### src/verilog/pidss_params.svh
/*
 * offsets, field positions, reset values and timing counts of the
 * pid supervision block; assumes a 100 MHz clock.
 */
`ifndef PIDSS_PARAMS_SVH
`define PIDSS_PARAMS_SVH
// timing
`define PIDSS_CLK_NS 10
`define PIDSS_TENTH_NS 100000000
`define PIDSS_SEC_TENTHS 9'h00a
`define PIDSS_FULL_SCALE 8192
// register indices, byte address is index times four
`define PIDSS_R_CTRL 0
`define PIDSS_R_OFFSET 1
`define PIDSS_R_LAG 2
`define PIDSS_R_LOSS_LVL 3
`define PIDSS_R_LOSS_DLY 4
`define PIDSS_R_INT_LIM 5
`define PIDSS_R_IRESET 6
`define PIDSS_R_MARGIN 7
`define PIDSS_R_SLEEP_LVL 8
`define PIDSS_R_SLEEP_DLY 9
`define PIDSS_R_WAKE_LVL 10
`define PIDSS_R_WAKE_DLY 11
`define PIDSS_R_FB_MAX 12
`define PIDSS_R_STATUS 13
`define PIDSS_R_IRQ_STAT 14
`define PIDSS_R_IRQ_MASK 15
`define PIDSS_NCFG 13
// fields of the control register
`define PIDSS_CTRL_DIR 0
`define PIDSS_CTRL_MODE 2:1
`define PIDSS_CTRL_FBMIN 15:6
// reset values
`define PIDSS_RST_ZERO 16'h0000
`define PIDSS_RST_FB_MAX 16'h03e7
`endif

### src/verilog/pidss_pkg.sv
/*
 * types of the pid supervision block; assumes pidss_params.svh
 * is compiled alongside.
 */
package pidss_pkg;
  // classic wishbone request and answer
  typedef struct packed {
    logic cyc;
    logic stb;
    logic we;
    logic [3:0] sel;
    logic [7:0] adr;
    logic [31:0] dat;
  } pidss_wb_req_t;
  typedef struct packed {
    logic ack;
    logic [31:0] dat;
  } pidss_wb_rsp_t;
  // sleep state, one-hot
  typedef enum logic [1:0] {
    PIDSS_AWAKE = 2'b01,
    PIDSS_ASLEEP = 2'b10
  } pidss_sleep_t;
  // feedback loss handling
  typedef enum logic [1:0] {
    PIDSS_LOSS_OFF = 2'b00,
    PIDSS_LOSS_CONT = 2'b01,
    PIDSS_LOSS_STOP = 2'b10
  } pidss_loss_t;
endpackage

### src/verilog/pidss_top.sv
/*
 * pid supervision: output offset, lag filter, integrator limit and
 * reset, feedback loss, sleep and wake, feedback scaling.
 * assumes pid core signals on the same clock, q13 (8192 = 100 %).
 */
`include "pidss_params.svh"
// What this block does
// - adds an offset of 0 to 109 percent to the pid output.
// - the offset is added when direction is 0, subtracted when 1.
// - the output passes a lag filter whose time sets its update interval.
// - mode 1 raises the loss indication and keeps running, mode 0 disables.
// - mode 2 raises the loss indication and stops the drive.
// - loss is set point minus feedback beyond the loss level of 0 to 100.
// - loss is declared only after the loss delay has passed.
// - the integrator is clamped to a limit of 0 to 109 percent.
// - reset setting 0 never clears the integrator.
// - setting 1 to 30 clears it that many seconds after reaching target and stops.
// - after that the drive runs again once the error exceeds the margin.
// - below the sleep level for longer than the sleep delay, it goes to sleep.
// - asleep, it wakes when the frequency exceeds the wake level for the wake delay.
// - feedback is scaled linearly between minimum and maximum levels.
module pidss_top
  import pidss_pkg::*;
#(
  parameter int TICK_CYCLES = `PIDSS_TENTH_NS / `PIDSS_CLK_NS,
  parameter int DW = 16
) (
  input wire logic clk,
  input wire logic reset,
  input wire pidss_wb_req_t wb_req,
  output pidss_wb_rsp_t wb_rsp,
  input wire logic signed [DW-1:0] set_point,
  input wire logic signed [DW-1:0] feedback,
  input wire logic signed [DW:0] pid_in,
  input wire logic signed [DW:0] integ_in,
  input wire logic [15:0] pid_freq,
  output logic signed [DW:0] pid_out,
  output logic signed [DW:0] integ_out,
  output logic integ_clear,
  output logic signed [10:0] fb_scaled,
  output logic [15:0] freq_cmd,
  output logic drive_stop,
  output logic feedback_loss_indication,
  output logic pid_sleep,
  output logic irq
);

  // percent to q13
  function automatic logic [13:0] pct2q(input logic [6:0] p);
    logic [19:0] w;
    w = {13'h0000, p} * 20'h0_2000;
    return 14'(w / 20'h0_0064);
  endfunction
  // writable bits of each register
  function automatic logic [15:0] reg_mask(input int i);
    case (i)
      `PIDSS_R_CTRL: reg_mask = 16'hffc7;
      `PIDSS_R_OFFSET, `PIDSS_R_LOSS_LVL, `PIDSS_R_INT_LIM,
      `PIDSS_R_MARGIN: reg_mask = 16'h007f;
      `PIDSS_R_LAG, `PIDSS_R_IRESET: reg_mask = 16'h001f;
      `PIDSS_R_LOSS_DLY, `PIDSS_R_SLEEP_DLY,
      `PIDSS_R_WAKE_DLY: reg_mask = 16'h00ff;
      `PIDSS_R_FB_MAX: reg_mask = 16'h03ff;
      default: reg_mask = 16'hffff;
    endcase
  endfunction

  logic [15:0] cfg [0:`PIDSS_NCFG-1];
  logic [3:0] irq_stat;
  logic [3:0] irq_mask;
  logic [31:0] tick_cnt;
  logic tick;
  logic [4:0] lag_cnt;
  logic signed [DW:0] adj;
  logic signed [DW+1:0] diff;
  logic signed [DW:0] lim;
  logic signed [DW:0] err;
  logic [DW:0] abs_err;
  logic loss_cond;
  logic reach;
  logic ireset_stop;
  pidss_sleep_t state;
  pidss_sleep_t next_state;
  logic [3:0] cond;
  logic [3:0] done;
  logic [8:0] limit [0:3];
  logic [8:0] t_cnt [0:3];
  logic [3:0] ev;
  logic [3:0] next_stat;
  logic take;
  logic hit;
  logic [3:0] idx;
  logic [15:0] rd;

  // field views
  logic dir;
  logic [1:0] mode;
  logic [13:0] off_q;
  logic [4:0] lag_t;
  logic [4:0] ireset_s;
  assign dir = cfg[`PIDSS_R_CTRL][`PIDSS_CTRL_DIR];
  assign mode = cfg[`PIDSS_R_CTRL][`PIDSS_CTRL_MODE];
  assign off_q = pct2q(cfg[`PIDSS_R_OFFSET][6:0]);
  assign lag_t = cfg[`PIDSS_R_LAG][4:0];
  assign ireset_s = cfg[`PIDSS_R_IRESET][4:0];

  // bus decode, one wait-free answer per request
  assign take = wb_req.cyc & wb_req.stb & ~wb_rsp.ack;
  assign idx = wb_req.adr[5:2];
  assign hit = wb_req.adr[7:6] == 2'b00;

  // configuration store with byte lanes
  always_ff @(posedge clk) begin
    for (int i = 0; i < `PIDSS_NCFG; i++) begin
      if (reset) begin
        cfg[i] <= (i == `PIDSS_R_FB_MAX) ? `PIDSS_RST_FB_MAX : `PIDSS_RST_ZERO;
      end else if (take && hit && wb_req.we && idx == 4'(i)) begin
        if (wb_req.sel[0]) cfg[i][7:0] <= wb_req.dat[7:0] & 8'(reg_mask(i));
        if (wb_req.sel[1]) cfg[i][15:8] <= wb_req.dat[15:8] & 8'(reg_mask(i) >> 8);
      end
    end
  end

  // read mux
  always_comb begin
    rd = 16'h0000;
    if (idx < 4'(`PIDSS_NCFG)) rd = cfg[idx];
    else if (idx == 4'(`PIDSS_R_STATUS))
      rd = {12'h000, pid_sleep, ireset_stop, drive_stop, feedback_loss_indication};
    else if (idx == 4'(`PIDSS_R_IRQ_STAT)) rd = {12'h000, irq_stat};
    else rd = {12'h000, irq_mask};
  end

  // answer, unmapped reads give zero
  always_ff @(posedge clk) begin
    if (reset) begin
      wb_rsp <= '0;
    end else begin
      wb_rsp.ack <= take;
      wb_rsp.dat <= (take && hit) ? {16'h0000, rd} : 32'h0000_0000;
    end
  end

  // tenth-second tick
  always_ff @(posedge clk) begin
    if (reset || tick) tick_cnt <= 32'h0000_0000;
    else tick_cnt <= tick_cnt + 32'h0000_0001;
  end
  assign tick = tick_cnt == 32'(TICK_CYCLES - 1);

  // offset with direction
  assign adj = dir ? pid_in - $signed({3'b000, off_q})
                   : pid_in + $signed({3'b000, off_q});
  assign diff = {adj[DW], adj} - {pid_out[DW], pid_out};

  // lag filter: half step toward target every lag interval
  always_ff @(posedge clk) begin
    if (reset) begin
      pid_out <= '0;
      lag_cnt <= 5'h00;
    end else if (lag_t == 5'h00) begin
      pid_out <= adj;
      lag_cnt <= 5'h00;
    end else if (tick) begin
      if (lag_cnt >= lag_t - 5'h01) begin
        pid_out <= pid_out + (DW+1)'(diff >>> 1);
        lag_cnt <= 5'h00;
      end else begin
        lag_cnt <= lag_cnt + 5'h01;
      end
    end
  end

  // error and its comparisons
  assign err = {set_point[DW-1], set_point} - {feedback[DW-1], feedback};
  assign abs_err = err[DW] ? (DW+1)'(-err) : err;
  assign loss_cond = mode != PIDSS_LOSS_OFF &&
    err > $signed({3'b000, pct2q(cfg[`PIDSS_R_LOSS_LVL][6:0])});
  assign reach = abs_err <= (DW+1)'(cfg[`PIDSS_R_MARGIN][6:0]);
  assign lim = $signed({3'b000, pct2q(cfg[`PIDSS_R_INT_LIM][6:0])});

  // timer conditions and limits in tenths
  assign cond[0] = loss_cond;
  assign limit[0] = {1'b0, cfg[`PIDSS_R_LOSS_DLY][7:0]};
  assign cond[1] = ireset_s != 5'h00 && reach && !ireset_stop;
  assign limit[1] = 9'({4'h0, ireset_s} * `PIDSS_SEC_TENTHS);
  assign cond[2] = state == PIDSS_AWAKE && pid_freq < cfg[`PIDSS_R_SLEEP_LVL];
  assign limit[2] = {1'b0, cfg[`PIDSS_R_SLEEP_DLY][7:0]} + 9'h001;
  assign cond[3] = state == PIDSS_ASLEEP && pid_freq > cfg[`PIDSS_R_WAKE_LVL];
  assign limit[3] = {1'b0, cfg[`PIDSS_R_WAKE_DLY][7:0]};

  // delay timers
  for (genvar g = 0; g < 4; g++) begin : g_tmr
    always_ff @(posedge clk) begin
      if (reset || !cond[g]) t_cnt[g] <= 9'h000;
      else if (tick && t_cnt[g] != 9'h1ff) t_cnt[g] <= t_cnt[g] + 9'h001;
    end
    assign done[g] = cond[g] && t_cnt[g] >= limit[g];
  end

  // loss indication and stop
  always_ff @(posedge clk) begin
    if (reset) begin
      feedback_loss_indication <= 1'b0;
      drive_stop <= 1'b0;
    end else begin
      feedback_loss_indication <= done[0];
      drive_stop <= (done[0] && mode == PIDSS_LOSS_STOP)
        || done[1] || (ireset_stop && reach);
    end
  end

  // integrator reset latch and clamp
  always_ff @(posedge clk) begin
    if (reset) begin
      ireset_stop <= 1'b0;
      integ_clear <= 1'b0;
      integ_out <= '0;
    end else begin
      integ_clear <= done[1];
      if (done[1]) ireset_stop <= 1'b1;
      else if (!reach || ireset_s == 5'h00) ireset_stop <= 1'b0;
      if (done[1] || ireset_stop) integ_out <= '0;
      else if (integ_in > lim) integ_out <= lim;
      else if (integ_in < -lim) integ_out <= -lim;
      else integ_out <= integ_in;
    end
  end

  // sleep and wake
  always_comb begin
    case (state)
      PIDSS_AWAKE: next_state = done[2] ? PIDSS_ASLEEP : PIDSS_AWAKE;
      PIDSS_ASLEEP: next_state = done[3] ? PIDSS_AWAKE : PIDSS_ASLEEP;
      default: next_state = PIDSS_AWAKE;
    endcase
  end
  always_ff @(posedge clk) begin
    if (reset) begin
      state <= PIDSS_AWAKE;
      pid_sleep <= 1'b0;
      freq_cmd <= 16'h0000;
    end else begin
      state <= next_state;
      pid_sleep <= next_state == PIDSS_ASLEEP;
      freq_cmd <= (pid_sleep || drive_stop) ? 16'h0000 : pid_freq;
    end
  end

  // feedback scaling
  logic signed [10:0] span;
  logic signed [14:0] fbc;
  logic signed [25:0] prod;
  assign span = $signed({1'b0, cfg[`PIDSS_R_FB_MAX][9:0]})
    - $signed({1'b0, cfg[`PIDSS_R_CTRL][`PIDSS_CTRL_FBMIN]});
  assign fbc = feedback < 0 ? 15'sh0000
    : (feedback > `PIDSS_FULL_SCALE) ? 15'sh2000 : 15'(feedback);
  assign prod = span * fbc;
  always_ff @(posedge clk) begin
    if (reset) fb_scaled <= 11'sh000;
    else fb_scaled <= $signed({1'b0, cfg[`PIDSS_R_CTRL][`PIDSS_CTRL_FBMIN]})
      + 11'(prod >>> 13);
  end

  // interrupt status, set wins over clear
  assign ev = {state == PIDSS_ASLEEP && done[3], state == PIDSS_AWAKE && done[2],
    done[1], done[0] && !feedback_loss_indication};
  always_comb begin
    next_stat = irq_stat;
    if (take && hit && wb_req.we && wb_req.sel[0] && idx == 4'(`PIDSS_R_IRQ_STAT))
      next_stat = irq_stat & ~wb_req.dat[3:0];
    next_stat = next_stat | ev;
  end
  always_ff @(posedge clk) begin
    if (reset) begin
      irq_stat <= 4'h0;
      irq_mask <= 4'h0;
      irq <= 1'b0;
    end else begin
      irq_stat <= next_stat;
      if (take && hit && wb_req.we && wb_req.sel[0] && idx == 4'(`PIDSS_R_IRQ_MASK))
        irq_mask <= wb_req.dat[3:0];
      irq <= |(next_stat & irq_mask);
    end
  end
endmodule

### config.mk
export PLATFORM = sky130hd
export DESIGN_NAME = pidss_top
export DESIGN_NICKNAME = d
export VERILOG_FILES = /design/src/verilog/pidss_pkg.sv /design/src/verilog/pidss_top.sv
export VERILOG_INCLUDE_DIRS = /design/src /design/src/verilog
export SDC_FILE = /design/constraint.sdc
export NUM_CORES = 1
export LEC_CHECK = 0
export BUFFER_PORTS_ARGS = -buffer_cell sky130_fd_sc_hd__clkbuf_2
export CAP_MARGIN = 10
export CORE_ASPECT_RATIO = 0.75
export CORE_MARGIN = 10
export CORE_UTILIZATION = 30
export DETAILED_ROUTE_END_ITERATION = 16
export PLACE_DENSITY = 0.47
export SETUP_SLACK_MARGIN = 0.4
export SYNTH_ARGS = -nofsm -noshare
export SYNTH_HDL_FRONTEND = slang
export SYNTH_SLANG_ARGS = --single-unit
export TNS_END_PERCENT = 30
### constraint.sdc
create_clock -name clk -period 15.3 [get_ports clk]
set_clock_uncertainty 0.2 [all_clocks]
set_input_delay 0.765 -clock clk [delete_from_list [all_inputs] [get_ports clk]]
set_output_delay 0.765 -clock clk [all_outputs]
set_load 0.05 [all_outputs]
After elaboration in Yosys (flattened, before gate mapping)
Memories as Yosys holds them, arrays and structs flattened.
Index checks and enable logic that the tools add are counted.
{"block": "op_classes", "eq_ne": 24, "mux": 215, "addsub": 17, "magnitude_cmp": 14, "div": 3, "n_mul": 2, "reduce_logical": 69, "bitwise": 64}
{"operator": "$mux W16", "n": 33}
{"operator": "$mux W8", "n": 58}
{"operator": "$and A8 B8 Y8", "n": 26}
{"operator": "$mux W1", "n": 104}
{"operator": "$mux W17", "n": 6}
{"operator": "$div A20 B7 Y20 const B", "n": 3}
{"operator": "$add A9 B1 Y9 const B", "n": 4}
{"operator": "$logic_and A1 B1 Y1", "n": 36}
{"operator": "$mux W9", "n": 4}
{"operator": "$ne A9 B9 Y1 const B", "n": 4}
{"operator": "$gt A17 B15 Y1", "n": 2}
{"operator": "$add A32 B1 Y32 const B", "n": 1}
{"operator": "$eq A32 B24 Y1 const B", "n": 1}
{"operator": "$eq A4 B4 Y1 const B", "n": 8}
{"operator": "$mux W15", "n": 2}
{"operator": "$or A1 B1 Y1", "n": 30}
{"operator": "$mul A11 B15 Y24", "n": 1}
{"operator": "$ge A9 B8 Y1", "n": 2}
{"operator": "$ge A9 B9 Y1", "n": 2}
{"operator": "$sub A17 B17 Y18", "n": 1}
{"operator": "$add A17 B15 Y17", "n": 1}
{"operator": "$add A17 B17 Y17", "n": 1}
{"operator": "$le A17 B7 Y1", "n": 1}
{"operator": "$lt A17 B17 Y1", "n": 1}
{"operator": "other kinds (42)", "n": 76}
{"block": "totals", "out_inout_bits": 99, "inputBits": 131, "ramBits": 244, "n_memories": 2, "regBits": 147, "wordCells": 429}
{"name": "cfg", "words": 13, "word_bits": 16, "read_ports": 14, "rd_ports_with_merged_regs": 0, "write_ports": 13, "line": "pidss_top.sv:68", "rtl": "logic [15:0] cfg [0:`PIDSS_NCFG-1];"}
{"name": "t_cnt", "words": 4, "word_bits": 9, "read_ports": 4, "rd_ports_with_merged_regs": 0, "write_ports": 4, "line": "pidss_top.sv:87", "rtl": "logic [8:0] t_cnt [0:3];"}

Logic depth before layout (Yosys ltp)
{"block": "depth", "depth_word": 11, "depth_mapped": 69, "ltp_nobuf": 61}

Worst setup path after synthesis
OpenSTA, ideal clock, no wires.
{"block": "synth_timing", "kind": "reg2reg", "startpoint": "memory cfg[1][2]", "endpoint": "register pid_out[16]", "path_stages_with_launch": 62, "period_less_slack_ps": 13176, "arrival_time_ps": 12885, "n_path_buf": 6, "setup_ps": 91, "t_required_ps": 15009, "setup_slack_ps": 2124, "cell_sequence": "edfxtp_1 > buf_2 > buf_1 > o311ai_0 > o211ai_1 > a21oi_1 > ha_1 > a22o_1 > o21ai_0 > mux2i_1 > or2_2 > nand2_2 > inv_2 > buf_2 > buf_2 > ha_1 > nor3b_1 > nand3_1 > [26 not listed] > a21o_1 > a21o_1 > a21o_1 > a21o_1 > a21o_1 > xor2_1 > ha_1 > xnor2_1 > ha_1 > a21oi_1 > o21ai_0 > a21oi_1 > o21bai_1 > a21o_1 > a21oi_1 > xnor2_1 > or3_1 > a311oi_1"}
{"item": "start: declaration", "line": "pidss_top.sv:68"}
{"item": "end signal: assignment", "line": "pidss_top.sv:162", "rtl": "pid_out <= adj;"}
{"item": "end signal: assignment", "line": "pidss_top.sv:166", "rtl": "pid_out <= pid_out + (DW+1)'(diff >>> 1);"}
{"item": "end: declaration", "line": "pidss_top.sv:37", "rtl": "output logic signed [DW:0] pid_out,"}

==> impl_metrics.env <==
export IMPL_postPlaceCellArea_um2=34600
export IMPL_min_path_type="primary input to flip-flop"
export IMPL_cts_root_buffer="clkbuf_16"
export IMPL_synth_cells_most_frequent="346 x nor2_1, 335 x inv_1, 290 x ha_1"
export IMPL_dr_total_vias=27445
export IMPL_maxCapViolations=0
export IMPL_outcome="completed"
export IMPL_routed_via_density=5.08
export IMPL_yosysSeqAreaShare_pct=22.5
export IMPL_share_of_layout_cells_above_drive_strength_1_pct=13.0
export IMPL_crit_path_frequent_cell="a21o_1"
export IMPL_cpPeakStageDelay_ps=470
export IMPL_number_of_global_route_vias_before_repair=26421
export IMPL_dp_final_hpwl_um=76600
export IMPL_remaining_overflow_grt=0
export IMPL_critPathArrivalTime_ps=14250
export IMPL_pwr_share_seq_pct=13.6
export IMPL_antenna_cells_inserted=0
export IMPL_io_buffer_count=193
export IMPL_synth_cells=3773
export IMPL_yosys_area_top_type="edfxtp_1"
export IMPL_clock_sinks=284
export IMPL_slew_violations=0
export IMPL_kind_of_end_point_of_the_critical_path="flip-flop"
export IMPL_die_area_um2=121000
export IMPL_synth_edff_count=153
export IMPL_die_width_um=398
export IMPL_synthTopCellsByArea="edfxtp_1 14%, ha_1 11%, fa_1 9.2%, dfxtp_1 8.2%, nor2_1 4.0%"
export IMPL_power_per_cell_area_nw_per_um2=182
export IMPL_totalWireLength_um=97500
export IMPL_clock_insertion_delay_worst_skew_ps=590
export IMPL_drt_first_pass_iters=6
export IMPL_layout_cell_area_non_filler_um2=36300
export IMPL_post_synth_num_cell_types=132
export IMPL_netSwitchingFraction_pct=48.5
export IMPL_total_switching_power_mw=3.20
export IMPL_clkSlewWorstSetupHoldPaths_ps=60
export IMPL_power_combinational_fraction_pct=72.6
export IMPL_min_period_ps=13980
export IMPL_worst_pin_slew_ps=1110
export IMPL_nNetsFinal=4529
export IMPL_worst_setup_path_start_kind="flip-flop"
export IMPL_worstPathMaxFanout=15
export IMPL_syn_area_um2=32100
export IMPL_post_synth_cell_area_avg_um2=8.52
export IMPL_maxSlewHeadroom_pct=25.2
export IMPL_gp_congestion=0.858
export IMPL_finalSetupViolations=0
export IMPL_timing_final_crit_share_pct=91.3
export IMPL_required_ps=15570
export IMPL_syn2layout_area_growth_pct=12.9
export IMPL_grt_max_degree=52
export IMPL_wire_per_inst_um=18.0
export IMPL_io_pins=230
export IMPL_irDropWorstVdd_mv=0.186
export IMPL_critPathKind="flip-flop to flip-flop"
export IMPL_cts_buffers_inserted=37
export IMPL_globalRouteTotalUtil_pct=15.7
export IMPL_grt_setup_unrepaired="true"
export IMPL_drcViolationCount=0
export IMPL_yosys_register_bits=284
export IMPL_synth_warnings=0
export IMPL_power_share_clock_pct=13.7
export IMPL_async_flop_share_pct=0
export IMPL_start_util_pct=30.4
export IMPL_clock_tree_htree_level_count=2
export IMPL_max_clock_path_buffers=3
export IMPL_max_clock_freq_ghz=0.0716
export IMPL_grt_antenna_before_repair=4
export IMPL_post_synth_top_area_fraction_pct=14.3
export IMPL_wire_length_of_the_first_global_routing_pass_um=154000
export IMPL_synth_top_flop_cell="edfxtp_1"
export IMPL_total_power_mw=6.61
export IMPL_crit_path_setup_slack_layout_ps=1320
export IMPL_tns_ps=0
export IMPL_die_height_um=303
export IMPL_core_area_um2=106000
export IMPL_cpMaxStageDelayCell="a2111oi_0"
export IMPL_yosys_cell_count_top_type="nor2_1"
export IMPL_power_leakage_nw=15.5
export IMPL_final_hold_viol_count=0
export IMPL_fillers=11125
export IMPL_cts_tree="built"
export IMPL_dpl_worst_slack_ps=966
export IMPL_cell_internal_pwr_mw=3.41
export IMPL_detailedRoute_firstIterationViolations=2052
export IMPL_post_cts_hold_buffer_count=0
export IMPL_drt_antenna_violating_nets=0
export IMPL_row_count=103
## repair_timing
| item | in CTS | in global routing |
|---|---|---|
| resized for setup | 0 | 35 |
| setup buffers | 0 | 26 |
| endpoints found under the setup margin | 0 | 43 |
## routing by layer
layer,GRT usage [%],vias to the layer above,routed length (um)
met5,0,-,13
li1,-,13768,-
met2,23.1,607,40700
met3,2.24,79,4900
met4,2.78,2,1420
met1,24.0,12989,50500
## path summary, 6_finish.rpt
| check | start | endpoint | slack [ps] | depth (start not counted) |
|---|---|---|---|---|
| hold reg to reg | irq_stat[3] | irq_stat[3] | 280 | 2 |
| setup / recovery | cfg[1][3] | pid_out[16] | 1320 | 59 |
| setup reg to reg | cfg[1][3] | pid_out[16] | 1320 | 59 |
| hold / removal | pid_freq[0] | freq_cmd[0] | 200 | 2 |
## worst max-delay path: cells and delay by family, from the launching register on
kind / cells / cell delay (ps)
and+or+nand+nor: 9 / 1720
AOI/OAI and AO/OA: 35 / 8090
muxes: 1 / 300
xor gates and xnor gates: 4 / 880
buffers and inverters: 5 / 890
DFF: 1 / 410
adders and majority gates: 5 / 1380
## layout make-up
type / instances / area (um^2) / share of cell area (%)
inverter: 348 / 1320 / 3.64
clock buffer: 52 / 1020 / 2.82
multi-input combinational: 3016 / 23100 / 63.8
clock inverter: 16 / 236 / 0.652
tap: 1417 / 1770 / 4.89
sequential: 284 / 7220 / 19.9
timing repair buffer: 273 / 1560 / 4.31
## cell usage in the layout (no fill, tap or decap), drive strengths merged, types with 77 or more instances in the layout
| cell | synthesis | layout |
|---|---|---|
| nor2 | 349 | 349 |
| inv | 347 | 347 |
| ha | 290 | 290 |
| nand2 | 283 | 283 |
| clkbuf | 81 | 248 |
| o21ai | 199 | 199 |
| a21oi | 183 | 183 |
| and2 | 173 | 173 |
| edfxtp | 153 | 153 |
| fa | 148 | 148 |
| dfxtp | 131 | 131 |
| xnor2 | 113 | 113 |
| nor3 | 95 | 95 |
| nand3 | 90 | 90 |
| xor2 | 84 | 84 |
| nand2b | 77 | 77 |
| buf | 73 | 77 |
## flip-flops by register name (all words and copies together), names as in the netlist
register,count
ireset_stop,1
tick_cnt,32
irq_stat,4
integ_out,17
cfg,117
pid_sleep,1
fb_scaled,11
integ_clear,1
lag_cnt,5
freq_cmd,16
feedback_loss_indication,1
wb_rsp,17
irq_mask,4
t_cnt,36
state,2
irq,1
pid_out,17
drive_stop,1
## cell families after synthesis
family / after synthesis / synth area share [%]
AO/OA/AOI/OAI: 902 / 19.7
XOR/XNOR: 199 / 5.51
adder cells (fa/ha/maj): 438 / 20.5
buffers and inverters: 503 / 6.52
flip-flops: 284 / 22.5
multiplexers: 66 / 3.18
other: 2 / 0.0234
AND/OR/NAND/NOR: 1379 / 22.1
## power by group through the flow
| stage | Sequential [mW] | Clock [mW] | Combinational (mW) |
|---|---|---|---|
| after floorplan | 1.01 | 0 | 3.68 |
| after global placement | 0.922 | 0 | 4.69 |
| after detailed placement | 0.921 | 0 | 4.69 |
| after CTS | 0.905 | 0.935 | 4.73 |
| after global routing | 0.908 | 0.963 | 5.46 |
| final | 0.902 | 0.908 | 4.80 |
## through the flow
step	utilization, %	hold WS (ps)	cells
4_1_cts	33.9	162	5379
3_5_place_dp	32.7	274	5311
5_1_grt	34.3	183	5406
3_3_place_gp	32.7	263	5311
6_report	34.3	202	5406
2_1_floorplan	-	242	3803
No activity file was read; power rests on OpenSTA's default activity.
